## src/edh_cfg.svh

```systemverilog
`ifndef EDH_CFG_SVH
`define EDH_CFG_SVH

// ==========================================================
// register offsets (byte addresses)
`define EDH_OFS_CTRL 8'h00
`define EDH_OFS_WAIT 8'h04
`define EDH_OFS_ADDR 8'h08
`define EDH_OFS_COUNT 8'h0C
`define EDH_OFS_TXLO 8'h10
`define EDH_OFS_TXHI 8'h14
`define EDH_OFS_RXLO 8'h18
`define EDH_OFS_RXHI 8'h1C
`define EDH_OFS_STATUS 8'h20

// ==========================================================
// control register fields
`define EDH_CTRL_EN 0
`define EDH_CTRL_MODE_LO 1
`define EDH_CTRL_MODE_HI 2
`define EDH_CTRL_DIR 3
`define EDH_CTRL_SYNC 4
`define EDH_CTRL_CHEN_LO 8

// ==========================================================
// wait register fields
`define EDH_WAIT_CNT_LO 0
`define EDH_WAIT_IDLE 8

// ==========================================================
// status register fields
`define EDH_ST_BUSY 0
`define EDH_ST_RXV 1
`define EDH_ST_TXE 2
`define EDH_ST_DONE 3
`define EDH_ST_CHAN_LO 8

// ==========================================================
// reset values
`define EDH_RST_ADDR 32'h0000_0000
`define EDH_RST_COUNT 16'h0000
`define EDH_RST_WAIT 5'h00

// ==========================================================
// address map of the external bus
`define EDH_MS_SHIFT 24
`define EDH_PAGE_SHIFT 10
`define EDH_ADDR_STEP 32'h0000_0001

`endif

```

## src/edh_pkg.sv

```systemverilog
package edh_pkg;

	// ==========================================================
	// transfer modes
	typedef enum logic [1:0] {
		EDH_MODE_HANDSHAKE = 2'h0,
		EDH_MODE_EXT_HANDSHAKE = 2'h1,
		EDH_MODE_PACED = 2'h2
	} edh_mode_t;

	// ==========================================================
	// access sequencer states
	typedef enum logic [4:0] {
		EDH_ST_IDLE = 5'b00001,
		EDH_ST_STROBE = 5'b00010,
		EDH_ST_HOLD = 5'b00100,
		EDH_ST_RELEASE = 5'b01000,
		EDH_ST_GAP = 5'b10000
	} edh_fsm_t;

endpackage

```

## src/edh_dma_handshake.sv

```systemverilog
// What this block does
// - every transfer starts from a falling request line and the block then runs the access.
// - in handshake mode only the grant strobe marks when outside logic latches or drives data.
// - in external handshake mode address, strobes, page, selects, ack and grant all take part.
// - in paced master mode address, strobes, selects and ack run the access and grant stays high.
// - in paced master mode the pins move as in an ordinary bus-master read or write cycle.
// - the request is sampled on the clock edge, late requests are seen one cycle later.
// - the grant and strobe low phase is stretched by the programmed wait count in clock cycles.
// - with the idle cycle set, grant high time and the gap before the next strobe grow by one cycle.
// - a request still low at the end of an outbound access holds it off until released.
// - a request still low at the end of an inbound access prolongs it one cycle per cycle low.
// - in synchronous mode the strobe rises on the same edge as the grant.
//
// Chosen here: the strobed register port and the register offsets.
`timescale 1ns/10ps
`default_nettype none
`include "edh_cfg.svh"

module edh_dma_handshake #(
	parameter int NCH = 2,
	parameter int WS_W = 5,
	parameter int DATA_W = 64
) (
	input wire logic core_clk,
	input wire logic resetn,
	input wire logic [7:0] reg_addr,
	input wire logic [31:0] reg_wdata,
	input wire logic reg_wr,
	input wire logic reg_rd,
	output logic [31:0] reg_rdata,
	input wire logic [NCH-1:0] ext_dma_request_n,
	output logic [NCH-1:0] ext_dma_grant_n,
	input wire logic ack,
	output logic [31:0] addr,
	output logic read_strobe_n,
	output logic write_strobe_n,
	output logic [3:0] memory_select_n,
	output logic page,
	input wire logic [DATA_W-1:0] data_in,
	output logic [DATA_W-1:0] data_out,
	output logic data_oe
);

	localparam int CH_W = (NCH > 1) ? $clog2(NCH) : 1;

	// ==========================================================
	// state
	typedef struct packed {
		logic en;
		logic [1:0] mode;
		logic dir;
		logic sync_mode;
		logic [NCH-1:0] chan_en;
		logic [WS_W-1:0] wait_cnt;
		logic idle_cycle_extension;
		logic [31:0] cur_addr;
		logic [15:0] count;
		logic [DATA_W-1:0] tx;
		logic [DATA_W-1:0] rx;
		logic tx_empty;
		logic rx_valid;
		logic done;
		logic [NCH-1:0] req_prev;
		logic [NCH-1:0] pending;
		edh_pkg::edh_fsm_t fsm;
		logic [CH_W-1:0] chan;
		logic [WS_W-1:0] tmr;
		logic [31:0] last_page;
		logic page_valid;
		logic [31:0] rdata;
		logic [NCH-1:0] grant_n;
		logic [31:0] addr_q;
		logic rd_n;
		logic wr_n;
		logic [3:0] ms_n;
		logic page;
		logic [DATA_W-1:0] dout;
		logic doe;
	} edh_state_t;

	edh_state_t st;
	edh_state_t next_st;

	logic [NCH:0] pin_level;
	logic [NCH-1:0] req_low;
	logic ack_ok;

	// ==========================================================
	// pin synchronisers for request lines and ack
	edh_pin_sync #(
		.W(NCH + 1),
		.INIT({(NCH + 1){1'b1}})
	) u_sync (
		.core_clk(core_clk),
		.resetn(resetn),
		.pin_in({ack, ext_dma_request_n}),
		.level(pin_level)
	);

	assign req_low = ~pin_level[NCH-1:0];
	assign ack_ok = pin_level[NCH];

	// ==========================================================
	// helpers
	function automatic logic [3:0] ms_decode(input logic [31:0] a);
		logic [1:0] bank;
		bank = a[`EDH_MS_SHIFT+1:`EDH_MS_SHIFT];
		if (a[31:`EDH_MS_SHIFT+2] != '0) begin
			ms_decode = 4'hF;
		end else begin
			ms_decode = ~(4'h1 << bank);
		end
	endfunction

	function automatic logic [31:0] page_of(input logic [31:0] a);
		page_of = a >> `EDH_PAGE_SHIFT;
	endfunction

	// ==========================================================
	// next state
	always_comb begin
		logic found;
		logic held;
		logic ready;
		logic [DATA_W-1:0] wide;
		found = 1'b0;
		held = 1'b0;
		ready = 1'b0;
		wide = '0;
		next_st = st;

		// falling edges queue a request per channel
		next_st.req_prev = req_low;
		for (int i = 0; i < NCH; i++) begin
			if (req_low[i] && !st.req_prev[i]) begin
				next_st.pending[i] = 1'b1;
			end
		end

		// register writes
		if (reg_wr) begin
			case (reg_addr)
				`EDH_OFS_CTRL: begin
					next_st.en = reg_wdata[`EDH_CTRL_EN];
					next_st.mode = reg_wdata[`EDH_CTRL_MODE_HI:`EDH_CTRL_MODE_LO];
					next_st.dir = reg_wdata[`EDH_CTRL_DIR];
					next_st.sync_mode = reg_wdata[`EDH_CTRL_SYNC];
					next_st.chan_en = reg_wdata[`EDH_CTRL_CHEN_LO +: NCH];
				end
				`EDH_OFS_WAIT: begin
					next_st.wait_cnt = reg_wdata[`EDH_WAIT_CNT_LO +: WS_W];
					next_st.idle_cycle_extension = reg_wdata[`EDH_WAIT_IDLE];
				end
				`EDH_OFS_ADDR: begin
					next_st.cur_addr = reg_wdata;
				end
				`EDH_OFS_COUNT: begin
					next_st.count = reg_wdata[15:0];
					next_st.done = 1'b0;
				end
				`EDH_OFS_TXLO: begin
					next_st.tx[31:0] = reg_wdata;
				end
				`EDH_OFS_TXHI: begin
					wide = st.tx;
					wide[DATA_W-1:32] = reg_wdata[DATA_W-33:0];
					next_st.tx = wide;
					next_st.tx_empty = 1'b0;
				end
				default: begin
				end
			endcase
		end

		// register reads, data one cycle later
		next_st.rdata = 32'h0000_0000;
		if (reg_rd) begin
			case (reg_addr)
				`EDH_OFS_CTRL: begin
					next_st.rdata[`EDH_CTRL_EN] = st.en;
					next_st.rdata[`EDH_CTRL_MODE_HI:`EDH_CTRL_MODE_LO] = st.mode;
					next_st.rdata[`EDH_CTRL_DIR] = st.dir;
					next_st.rdata[`EDH_CTRL_SYNC] = st.sync_mode;
					next_st.rdata[`EDH_CTRL_CHEN_LO +: NCH] = st.chan_en;
				end
				`EDH_OFS_WAIT: begin
					next_st.rdata[`EDH_WAIT_CNT_LO +: WS_W] = st.wait_cnt;
					next_st.rdata[`EDH_WAIT_IDLE] = st.idle_cycle_extension;
				end
				`EDH_OFS_ADDR: begin
					next_st.rdata = st.cur_addr;
				end
				`EDH_OFS_COUNT: begin
					next_st.rdata[15:0] = st.count;
				end
				`EDH_OFS_TXLO: begin
					next_st.rdata = st.tx[31:0];
				end
				`EDH_OFS_TXHI: begin
					next_st.rdata = st.tx[63:32];
				end
				`EDH_OFS_RXLO: begin
					next_st.rdata = st.rx[31:0];
				end
				`EDH_OFS_RXHI: begin
					next_st.rdata = st.rx[63:32];
					next_st.rx_valid = 1'b0;
				end
				`EDH_OFS_STATUS: begin
					next_st.rdata[`EDH_ST_BUSY] = (st.fsm != edh_pkg::EDH_ST_IDLE);
					next_st.rdata[`EDH_ST_RXV] = st.rx_valid;
					next_st.rdata[`EDH_ST_TXE] = st.tx_empty;
					next_st.rdata[`EDH_ST_DONE] = st.done;
					next_st.rdata[`EDH_ST_CHAN_LO +: CH_W] = st.chan;
					next_st.done = 1'b0;
				end
				default: begin
				end
			endcase
		end

		// access is held off by the requester or by the memory
		held = req_low[st.chan];
		if (st.mode != edh_pkg::EDH_MODE_HANDSHAKE && !ack_ok) begin
			held = 1'b1;
		end
		ready = st.dir ? !st.tx_empty : !st.rx_valid;

		// ==========================================================
		// access sequencer
		case (st.fsm)
			edh_pkg::EDH_ST_IDLE: begin
				if (st.en && st.count != 16'h0000 && ready) begin
					for (int i = 0; i < NCH; i++) begin
						if (!found && st.pending[i] && st.chan_en[i]) begin
							found = 1'b1;
							next_st.chan = CH_W'(i);
							next_st.pending[i] = req_low[i] && !st.req_prev[i];
							if (st.mode != edh_pkg::EDH_MODE_PACED) begin
								next_st.grant_n[i] = 1'b0;
							end
						end
					end
					if (found) begin
						next_st.fsm = edh_pkg::EDH_ST_STROBE;
						next_st.tmr = st.wait_cnt;
						next_st.doe = st.dir;
						next_st.dout = st.tx;
						if (st.mode != edh_pkg::EDH_MODE_HANDSHAKE) begin
							// address, selects, page and strobes
							next_st.addr_q = st.cur_addr;
							next_st.ms_n = ms_decode(st.cur_addr);
							next_st.page = !st.page_valid ||
								page_of(st.cur_addr) != st.last_page;
							next_st.last_page = page_of(st.cur_addr);
							next_st.page_valid = 1'b1;
							next_st.wr_n = !st.dir;
							next_st.rd_n = st.dir;
						end
					end
				end
			end
			edh_pkg::EDH_ST_STROBE: begin
				if (st.tmr != '0) begin
					next_st.tmr = st.tmr - 1'b1;
				end else begin
					next_st.fsm = edh_pkg::EDH_ST_HOLD;
				end
			end
			edh_pkg::EDH_ST_HOLD: begin
				if (!held) begin
					if (!st.dir) begin
						next_st.rx = data_in;
						next_st.rx_valid = 1'b1;
					end else begin
						next_st.tx_empty = 1'b1;
					end
					next_st.count = st.count - 16'h0001;
					if (st.count == 16'h0001) begin
						next_st.done = 1'b1;
					end
					next_st.cur_addr = st.cur_addr + `EDH_ADDR_STEP;
					next_st.rd_n = 1'b1;
					next_st.wr_n = 1'b1;
					next_st.page = 1'b0;
					if (st.sync_mode) begin
						next_st.grant_n = '1;
						next_st.doe = 1'b0;
						next_st.ms_n = 4'hF;
						next_st.fsm = edh_pkg::EDH_ST_GAP;
						next_st.tmr = WS_W'(st.idle_cycle_extension);
					end else begin
						next_st.fsm = edh_pkg::EDH_ST_RELEASE;
					end
				end
			end
			edh_pkg::EDH_ST_RELEASE: begin
				next_st.grant_n = '1;
				next_st.doe = 1'b0;
				next_st.ms_n = 4'hF;
				next_st.fsm = edh_pkg::EDH_ST_GAP;
				next_st.tmr = WS_W'(st.idle_cycle_extension);
			end
			edh_pkg::EDH_ST_GAP: begin
				if (st.tmr != '0) begin
					next_st.tmr = st.tmr - 1'b1;
				end else begin
					next_st.fsm = edh_pkg::EDH_ST_IDLE;
				end
			end
			default: begin
				next_st.fsm = edh_pkg::EDH_ST_IDLE;
				next_st.grant_n = '1;
				next_st.rd_n = 1'b1;
				next_st.wr_n = 1'b1;
				next_st.doe = 1'b0;
			end
		endcase
	end

	// ==========================================================
	// registers
	always_ff @(posedge core_clk) begin
		if (!resetn) begin
			st <= '0;
			st.wait_cnt <= `EDH_RST_WAIT;
			st.cur_addr <= `EDH_RST_ADDR;
			st.count <= `EDH_RST_COUNT;
			st.tx_empty <= 1'b1;
			st.fsm <= edh_pkg::EDH_ST_IDLE;
			st.grant_n <= '1;
			st.rd_n <= 1'b1;
			st.wr_n <= 1'b1;
			st.ms_n <= 4'hF;
		end else begin
			st <= next_st;
		end
	end

	// ==========================================================
	// outputs
	assign reg_rdata = st.rdata;
	assign ext_dma_grant_n = st.grant_n;
	assign addr = st.addr_q;
	assign read_strobe_n = st.rd_n;
	assign write_strobe_n = st.wr_n;
	assign memory_select_n = st.ms_n;
	assign page = st.page;
	assign data_out = st.dout;
	assign data_oe = st.doe;

endmodule

`default_nettype wire

```

## src/edh_pin_sync.sv

```systemverilog
`timescale 1ns/10ps
`default_nettype none

module edh_pin_sync #(
	parameter int W = 1,
	parameter logic [W-1:0] INIT = '1
) (
	input wire logic core_clk,
	input wire logic resetn,
	input wire logic [W-1:0] pin_in,
	output logic [W-1:0] level
);

	// ==========================================================
	// state
	typedef struct packed {
		logic [W-1:0] s1;
		logic [W-1:0] s2;
		logic [W-1:0] s3;
		logic [W-1:0] q;
	} edh_sync_t;

	edh_sync_t st;
	edh_sync_t next_st;

	// a bit changes only once stages two and three agree
	always_comb begin
		next_st = st;
		next_st.s1 = pin_in;
		next_st.s2 = st.s1;
		next_st.s3 = st.s2;
		for (int i = 0; i < W; i++) begin
			if (st.s2[i] == st.s3[i]) begin
				next_st.q[i] = st.s3[i];
			end
		end
	end

	always_ff @(posedge core_clk) begin
		if (!resetn) begin
			st <= {INIT, INIT, INIT, INIT};
		end else begin
			st <= next_st;
		end
	end

	assign level = st.q;

endmodule

`default_nettype wire

```

## config.mk

```make
export PLATFORM = sky130hd
export DESIGN_NAME = edh_dma_handshake
export DESIGN_NICKNAME = d
export VERILOG_FILES = /design/src/edh_pkg.sv /design/src/edh_dma_handshake.sv /design/src/edh_pin_sync.sv
export VERILOG_INCLUDE_DIRS = /design/src
export SDC_FILE = /design/constraint.sdc
export NUM_CORES = 1
export LEC_CHECK = 0
export BUFFER_PORTS_ARGS = -buffer_cell sky130_fd_sc_hd__buf_2
export CORE_MARGIN = 2
export CORE_UTILIZATION = 52
export DETAILED_ROUTE_END_ITERATION = 8
export HOLD_SLACK_MARGIN = 0.02
export PLACE_DENSITY_LB_ADDON = 0.1
export SYNTH_ARGS = -nofsm -noshare
export SYNTH_HDL_FRONTEND = slang
export SYNTH_SLANG_ARGS = --single-unit
```

## constraint.sdc

```tcl
create_clock -name core_clk -period 1.8 [get_ports core_clk]
set_input_delay 0.18 -clock core_clk [delete_from_list [all_inputs] [get_ports core_clk]]
set_output_delay 0.18 -clock core_clk [all_outputs]
set_load 0.02 [all_outputs]
```

==> results of run 1 <==
==> layout by cell type, fill, tap and decap left out, types with 7 or more instances in the layout <==
cell type / Yosys / final
dfxtp_2: 0 / 10
nor3_1: 47 / 42
nor2_1: 79 / 68
buf_6: 9 / 20
a221oi_2: 1 / 7
nor2_2: 2 / 8
a21oi_2: 0 / 44
clkbuf_16: 0 / 42
xnor2_1: 24 / 24
buf_4: 142 / 183
dlygate4sd3_1: 0 / 100
a21oi_1: 312 / 268
nand4_1: 12 / 12
clkbuf_1: 75 / 8
nand2b_1: 12 / 11
buf_2: 53 / 249
buf_12: 0 / 38
and3_1: 11 / 7
a22oi_1: 36 / 36
o21ai_0: 36 / 30
clkbuf_8: 0 / 8
nand2_1: 528 / 519
inv_1: 18 / 17
nand3_1: 41 / 35
and2_1: 8 / 8
mux2_2: 12 / 11
o21ai_1: 7 / 7
a222oi_1: 30 / 30
buf_16: 0 / 7
dfxtp_1: 358 / 347
o21ai_2: 2 / 7
==> state kept, by name, indices dropped and copies added, names as in the netlist, 2 cells and up <==
register,cells
addr,32
u_sync.st,3
st,208
reg_rdata,32
u_sync.next_st,6
memory_select_n,4
ext_dma_grant_n,2
data_out,64
u_sync.level,3
==> cell families after synthesis <==
kind of cell | count (synthesis)
and+or+nand+nor | 789
AOI/OAI and AO/OA | 511
DFF | 358
buffers and inverters | 300
xor gates and xnor gates | 29
muxes | 18
adders and majority gates | 6
==> timing repair <==
item	4_1_cts	5_1_grt
hold endpoints to repair	141	0
gates cloned	9	6
buffers inserted	23	11
hold buffers	100	0
endpoints found under the setup margin	214	210
gates resized for setup	87	109
pin swaps	36	35
==> worst min-delay path by stage <==
stage                         to  slack, ps  cells after the start
2_1_floorplan  u_sync.next_st[6]        280                      1
3_3_place_gp   u_sync.next_st[6]        360                      2
3_5_place_dp   u_sync.next_st[6]        370                      2
4_1_cts                  st[177]        100                      3
5_1_grt                  st[177]        130                      3
6_report                 st[177]        130                      3
==> report_power, final <==
part / leakage (nW) / internal [mW] / switching (mW)
Sequential: 2.89 / 7.93 / 0.00758
Combinational: 4.82 / 0.333 / 0.411
Clock: 0.622 / 4.69 / 3.33
Total: 8.33 / 13.0 / 3.75
==> layout make-up <==
type	instances	area share (%)
Clock inverter	15	0.8154
Multi-Input combinational cell	1353	35.75
Clock buffer	54	5.007
Inverter	18	0.3445
Sequential cell	358	32.97
Timing Repair Buffer	605	22.84
Tap cell	396	2.274
==> worst max-delay path, stage by stage (launching register included) <==
cell and delay, ps:
dfxtp_1 310, buf_4 160, or2_4 280, nor2_4 210, o211ai_4 130, buf_12 170
nor2_4 210, buf_12 190, nand2_1 80, a21oi_2 140
==> per-layer routing <==
| layer | vias up | global-route usage [%] |
|---|---|---|
| met1 | 7876 | 42.13 |
| li1 | 7545 | - |
| met4 | 2 | 16.55 |
| met5 | - | 0 |
| met2 | 903 | 57.47 |
| met3 | 206 | 6.179 |
==> stage by stage <==
step | setup WS, ps | total power, mW
3_3_place_gp | -133.7 | 8.647
3_5_place_dp | -186.6 | 8.647
5_1_grt | -267.4 | 17.12
4_1_cts | -121.6 | 16.69
2_1_floorplan | -79.37 | 8.293
6_report | -157.4 | 16.70
==> summary.log, run 1 <==
[run_status] status finished with violations
[run_status] violated checks negative setup slack
[worst_setup_path] path depth of the worst reg2reg path 9
[timing] Final Hold Fails 0
[drt] sum of met3 wire segment lengths after detailed routing 5222 um
[timing] share of the cycle needed by the critical path after routing 108.7%
[yosys] Unique masters post-synth 80
[timing] final clock skew 22.77 ps
[cells_and_area] Final Instance Count excl. Fillers 2799
[timing] relative slew slack 65.53%
[timing] achievable frequency 0.5109 GHz
[place] Final HPWL DP 37860 um
[clocking] number of H-tree branching levels 2
[yosys] Compound-Gate Fraction of Synth Area 19.59%
[floorplan] number of ports placed on the die boundary 249
[drt] post-detailed-route count of antenna-violating nets 0
[yosys] Adder-Cell Fraction of Synth Area 0.4666%
[worst_hold_path] Hold Crit Start resetn
[worst_hold_path] Hold Crit Class in -> reg
[grt] number of antenna violations at the first check in global routing 1
[worst_setup_path] critical-path maximum fanout 17
[worst_setup_path] timing endpoint of the critical path addr[29]
[drt] wire length on met2 28210 um
[yosys] Post-Synth XOR/XNOR Area 1.579%
[cells_and_area] n_diodes 0
[pwr] Pleak 8.326 nW
[yosys] proportion of netlist area held by the largest area contributor 44.54%
[yosys] synthesized area divided by synthesized cell count 8.001 um^2
[floorplan] standard cell core area 30510 um^2
[drt] Met1 Wirelength 22530 um
[yosys] register area share after synthesis 44.54%
[worst_setup_path] crit end category flip-flop
[worst_setup_path] worst r2r src st[178]
[yosys] post-synthesis simple-gate area fraction 21.35%
[clocking] CTS root buf clkbuf_16
[pwr] power density normalized to cell area 766.5 nW/um^2
[cells_and_area] sequential standard cell area 7183 um^2
[timing] RSZ-0062 raised after global routing true
[clocking] maximum clock insertion buffer count 3
[run] Max-Cap Viols 0
[clocking] number of sinks on the clock net 358
[cells_and_area] final standard cell utilization of the core 71.42%
[floorplan] Core Rows 64
[grt] via count of the first global-routing pass 15780
[worst_setup_path] Worst Path Arrival 2420 ps
[timing] time the worst path needs with I/O delays and setup 1957 ps
[yosys] Async S/R FF share, synth 0%
[place] input/output buffers 248
[floorplan] Die ar. 32360 um^2
[place] routability congestion estimate from global placement 0.9399
[yosys] dominant combinational cell family by area after synthesis simple AND/OR/NAND/NOR gates
[timing] Post-Route Setup TNS -15360 ps
[floorplan] die boundary width 179.9 um
[cells_and_area] multi-input gate area in the final layout 7790 um^2
[drt] first-pass iteration count of the detailed router 7
[timing] number of pins exceeding their max-slew limit in the final report 0
[drt] DR vias 16530
[drt] total wirelength of the detailed-routed design 58910 um
[place] DP Area 18130 um^2
[drt] highest metal layer with signal wires met5
[yosys] synthesized cell area 16090 um^2
[drt] routed via count divided by cell count 5.906
[clocking] clock buffer count from CTS 38
[yosys] post-synthesis cell count 2011
[cells_and_area] nets@finish 2491
[worst_setup_path] crit path launch type flip-flop
[timing] total of endpoints with negative setup slack in the final report 203
[yosys] primary flip-flop cell chosen by synthesis mapping dfxtp_1
[timing] Hold Worst Slack 127.0 ps
[cells_and_area] final-layout fill cell count 2395
[cells_and_area] final non-filler cell area 21790 um^2
[cells_and_area] area overhead of the layout relative to synthesis 35.43%
[place] placed cells 2584
[yosys] leading post-synthesis cells by cell area dfxtp_1 (45%), nand2_1 (12%), a21oi_1 (9.7%)
[floorplan] floorplan die height 179.9 um
[worst_setup_path] Worst Setup Path Type reg -> reg
[yosys] top-count cell post-synth nand2_1
[yosys] synth cell count leaders nand2_1 (528), dfxtp_1 (358), a21oi_1 (312), buf_4 (142), nor2_1 (79)
[pwr] worst vdd ir 698.9 uV
[drt] drc violations 0
[grt] first-pass GRT wire length 87810 um
[drt] drt wl/cell 21.05 um
[yosys] flop and latch count out of synthesis 358
[timing] Worst Setup Slack, final -157.4 ps
[yosys] Ys Warns 0
[grt] leftover overflow at the end of global routing 0
[clocking] clock slew seen by the registers of the worst setup and hold paths 60 ps
[grt] global routing usage summed across all routing layers 34.11%
[worst_setup_path] CP required 2270 ps
[clocking] clock latency reported for the late side of the worst-skew pair 550 ps
[yosys] nets in the synthesized netlist 2128
[yosys] number of enable flip-flop cells after synthesis 0
[worst_setup_path] beginning of the critical path st[178]
[grt] maximum number of pins on one net before global-route repair 64
[yosys] post-synth top area cell dfxtp_1
[clocking] CTS tree done
[timing] Slew @ Worst Pin 517.1 ps
[worst_setup_path] worst r2r dst addr[29]
[cells_and_area] layout cells sized above 1 30.88%
[yosys] proportion of synthesized area in mux cells 1.322%
[floorplan] effective utilization at floorplan 52.74%
[drt] number of design-rule violations left by the first detailed-router iteration 1783
[worst_setup_path] setup slack on the worst flop-to-flop path -160 ps
(Power assumes the default switching activity.)
==> inputs of run 2 (changes only) <==
Settings changed: CTS_CLUSTER_SIZE set to 16, SKIP_LAST_GASP set to 1.
==> run 2 against run 1 <==
  * The run still ends with negative setup slack left
  * Clock power barely moved
  * Global-route usage about the same
  * Non-clock buffer count up 2
  * Worst hold slack got worse by 14 ps
  * Critical endpoint is now st[358]
  * Register-to-register slack is essentially flat
  * Combinational power down 1%
  * Critical path depth unchanged
  * Sequential cell count unchanged
  * Clock skew down 6.4 ps
  * Utilization is 0.40 points lower
  * Sequential power about the same
  * Clock-buffer cell count did not move
==> summary.log, run 2 (same netlist as run 1, synthesis figures left out) <==
[run_status] status finished with violations
[run_status] violated checks negative setup slack
[worst_setup_path] crit end category flip-flop
[drt] drt wl/cell 20.90 um
[worst_setup_path] Worst Setup Path Type reg -> reg
[cells_and_area] most common library cell in the layout ignoring fill and taps nand2_1
[clocking] clock latency reported for the late side of the worst-skew pair 540 ps
[timing] Worst Setup Slack, final -163.6 ps
[drt] post-detailed-route count of antenna-violating nets 0
[clocking] clock slew seen by the registers of the worst setup and hold paths 60 ps
[timing] total of endpoints with negative setup slack in the final report 206
[place] input/output buffers 248
[pwr] switching part of the total 22.35%
[drt] drc violations 0
[worst_setup_path] Worst Path Arrival 2440 ps
[grt] maximum number of pins on one net before global-route repair 64
[timing] relative slew slack 66.77%
[drt] routed via count divided by cell count 5.857
[run] Max-Cap Viols 0
[place] routability congestion estimate from global placement 0.9399
[timing] share of the cycle needed by the critical path after routing 109.1%
[worst_setup_path] list of cells traversed by the critical path mux2_4 > and4_4 > buf_12 > buf_8 > nor2_4 > buf_12 > nor2_2 > mux2_4 > nor2_2
[place] DP Area 18130 um^2
[cells_and_area] final non-filler cell area 21670 um^2
[worst_hold_path] Hold Crit Class in -> reg
[worst_hold_path] Hold Crit Start resetn
[floorplan] standard cell core area 30510 um^2
[grt] global routing usage summed across all routing layers 34.09%
[drt] first-pass iteration count of the detailed router 6
[cells_and_area] layout cells sized above 1 29.19%
[worst_setup_path] setup slack on the worst flop-to-flop path -160 ps
[worst_setup_path] worst r2r src st[176]
[cells_and_area] n_diodes 0
[timing] Final Hold Fails 0
[drt] total wirelength of the detailed-routed design 58550 um
[pwr] part of the power in registers 47.6%
[place] post-placement setup slack -186.6 ps
[timing] RSZ-0062 raised after global routing true
[cells_and_area] final standard cell utilization of the core 71.02%
[floorplan] die boundary width 179.9 um
[worst_setup_path] Critical Path Slowest Stage Cell dfxtp_2
[grt] first-pass GRT wire length 87740 um
[worst_setup_path] path depth of the worst reg2reg path 9
[cells_and_area] final-layout fill cell count 2405
[clocking] number of H-tree branching levels 2
[worst_setup_path] worst r2r dst st[358]
[timing] final clock skew 16.34 ps
[pwr] logic gate share of total power 4.4%
[timing] Slew @ Worst Pin 498.4 ps
[clocking] number of sinks on the clock net 358
[floorplan] number of ports placed on the die boundary 249
[place] Final HPWL DP 37860 um
[cells_and_area] register with the most flip-flops st
[floorplan] Die ar. 32360 um^2
[worst_setup_path] delay contributed by the slowest stage of the critical path 340 ps
[cells_and_area] area overhead of the layout relative to synthesis 34.67%
[timing] time the worst path needs with I/O delays and setup 1964 ps
[pwr] power density normalized to cell area 769.6 nW/um^2
[worst_hold_path] Worst Hold Path Cells 3
[grt] number of antenna violations at the first check in global routing 0
[cells_and_area] nets@finish 2493
[grt] via count of the first global-routing pass 15790
[drt] number of design-rule violations left by the first detailed-router iteration 1767
[worst_setup_path] crit path launch type flip-flop
[drt] DR vias 16410
[floorplan] floorplan die height 179.9 um
[worst_setup_path] critical-path maximum fanout 6
[worst_hold_path] end point of the most critical hold path st[177]
[pwr] P_sw 3.727 mW
[clocking] CTS root buf clkbuf_16
[timing] Post-Route Setup TNS -15970 ps
[pwr] Pleak 8.343 nW
[floorplan] Core Rows 64
[clocking] CTS tree done
[timing] achievable frequency 0.5093 GHz
[grt] leftover overflow at the end of global routing 0
[pwr] power share of the clock group 48.0%
[clocking] clock buffer count from CTS 38
[timing] number of pins exceeding their max-slew limit in the final report 0
[worst_setup_path] CP required 2270 ps
[cells_and_area] max FFs per register 208
[floorplan] effective utilization at floorplan 52.74%
[pwr] total internal power 12.95 mW
[pwr] worst vdd ir 698.0 uV
[clocking] maximum clock insertion buffer count 3
[cells_and_area] highest-count cells in the layout ignoring fill and taps nand2_1 (521), dfxtp_1 (350), a21oi_1 (296)
==> run 2: cell count changes in the layout (fill, tap and decap cells not counted), sizes merged <==
cell    delta
buf        +1
clkbuf     +1
==> run 2: what timing repair did <==
action,CTS,global route
setup endpoints to repair,214,211
gates resized for setup,75,80
pin swaps,32,21
buffers inserted,23,11
hold buffers,100,0
cloned,9,8
hold endpoints to repair,141,0
==> run 2: per-stage QoR <==
stage	power [mW]	instances	hold WS (ps)
6_report	16.68	2801	113.0
5_1_grt	17.11	2801	113.4
3_5_place_dp	8.647	2584	366.2
3_3_place_gp	8.647	2584	360.4
4_1_cts	16.69	2785	89.08
2_1_floorplan	8.293	2011	281.5
==> run 2: layout make-up <==
cell class              count  area [um^2]  area share, %
well taps                 396        495.5          2.287
flip-flops and latches    358         7182          33.15
multi-input cells        1353         7629          35.21
clock buffers              54         1091          5.036
inverters                  18        75.07         0.3465
repair buffers            607         5017          23.16
clock inverters            15        177.7         0.8200
==> run 2: power by group through the flow <==
stage | Combinational [mW] | Clock [mW] | Sequential [mW]
global placement | 0.529 | 0 | 8.12
finish | 0.733 | 8.00 | 7.94
global route | 0.768 | 8.41 | 7.94
CTS | 0.704 | 8.05 | 7.94
floorplan | 0.177 | 0 | 8.12
detailed placement | 0.529 | 0 | 8.12
==> run 2: worst max-delay path: cells and delay by family, from the launching register on <==
| kind | cells | cell delay [ps] |
|---|---|---|
| buffers and inverters | 3 | 440 |
| DFF | 1 | 340 |
| and+or+nand+nor | 4 | 550 |
| muxes | 2 | 590 |
==> run 2: worst max path at each step <==
stage | from | to | cells after the start
5_1_grt | st[326] | data_out[7] | 10
2_1_floorplan | st[180] | st[331] | 8
3_5_place_dp | st[374] | st[173] | 6
4_1_cts | st[329] | memory_select_n[3] | 11
6_report | st[176] | st[358] | 9
3_3_place_gp | st[330] | st[171] | 8
==> run 2: layer usage <==
layer | up-vias | global-route usage, % | routed length (um)
li1 | 7538 | - | -
met2 | 906 | 57.59 | 27690
met5 | - | 0 | 0
met1 | 7742 | 41.91 | 22540
met3 | 220 | 5.976 | 5015
met4 | 0 | 17.01 | 3296
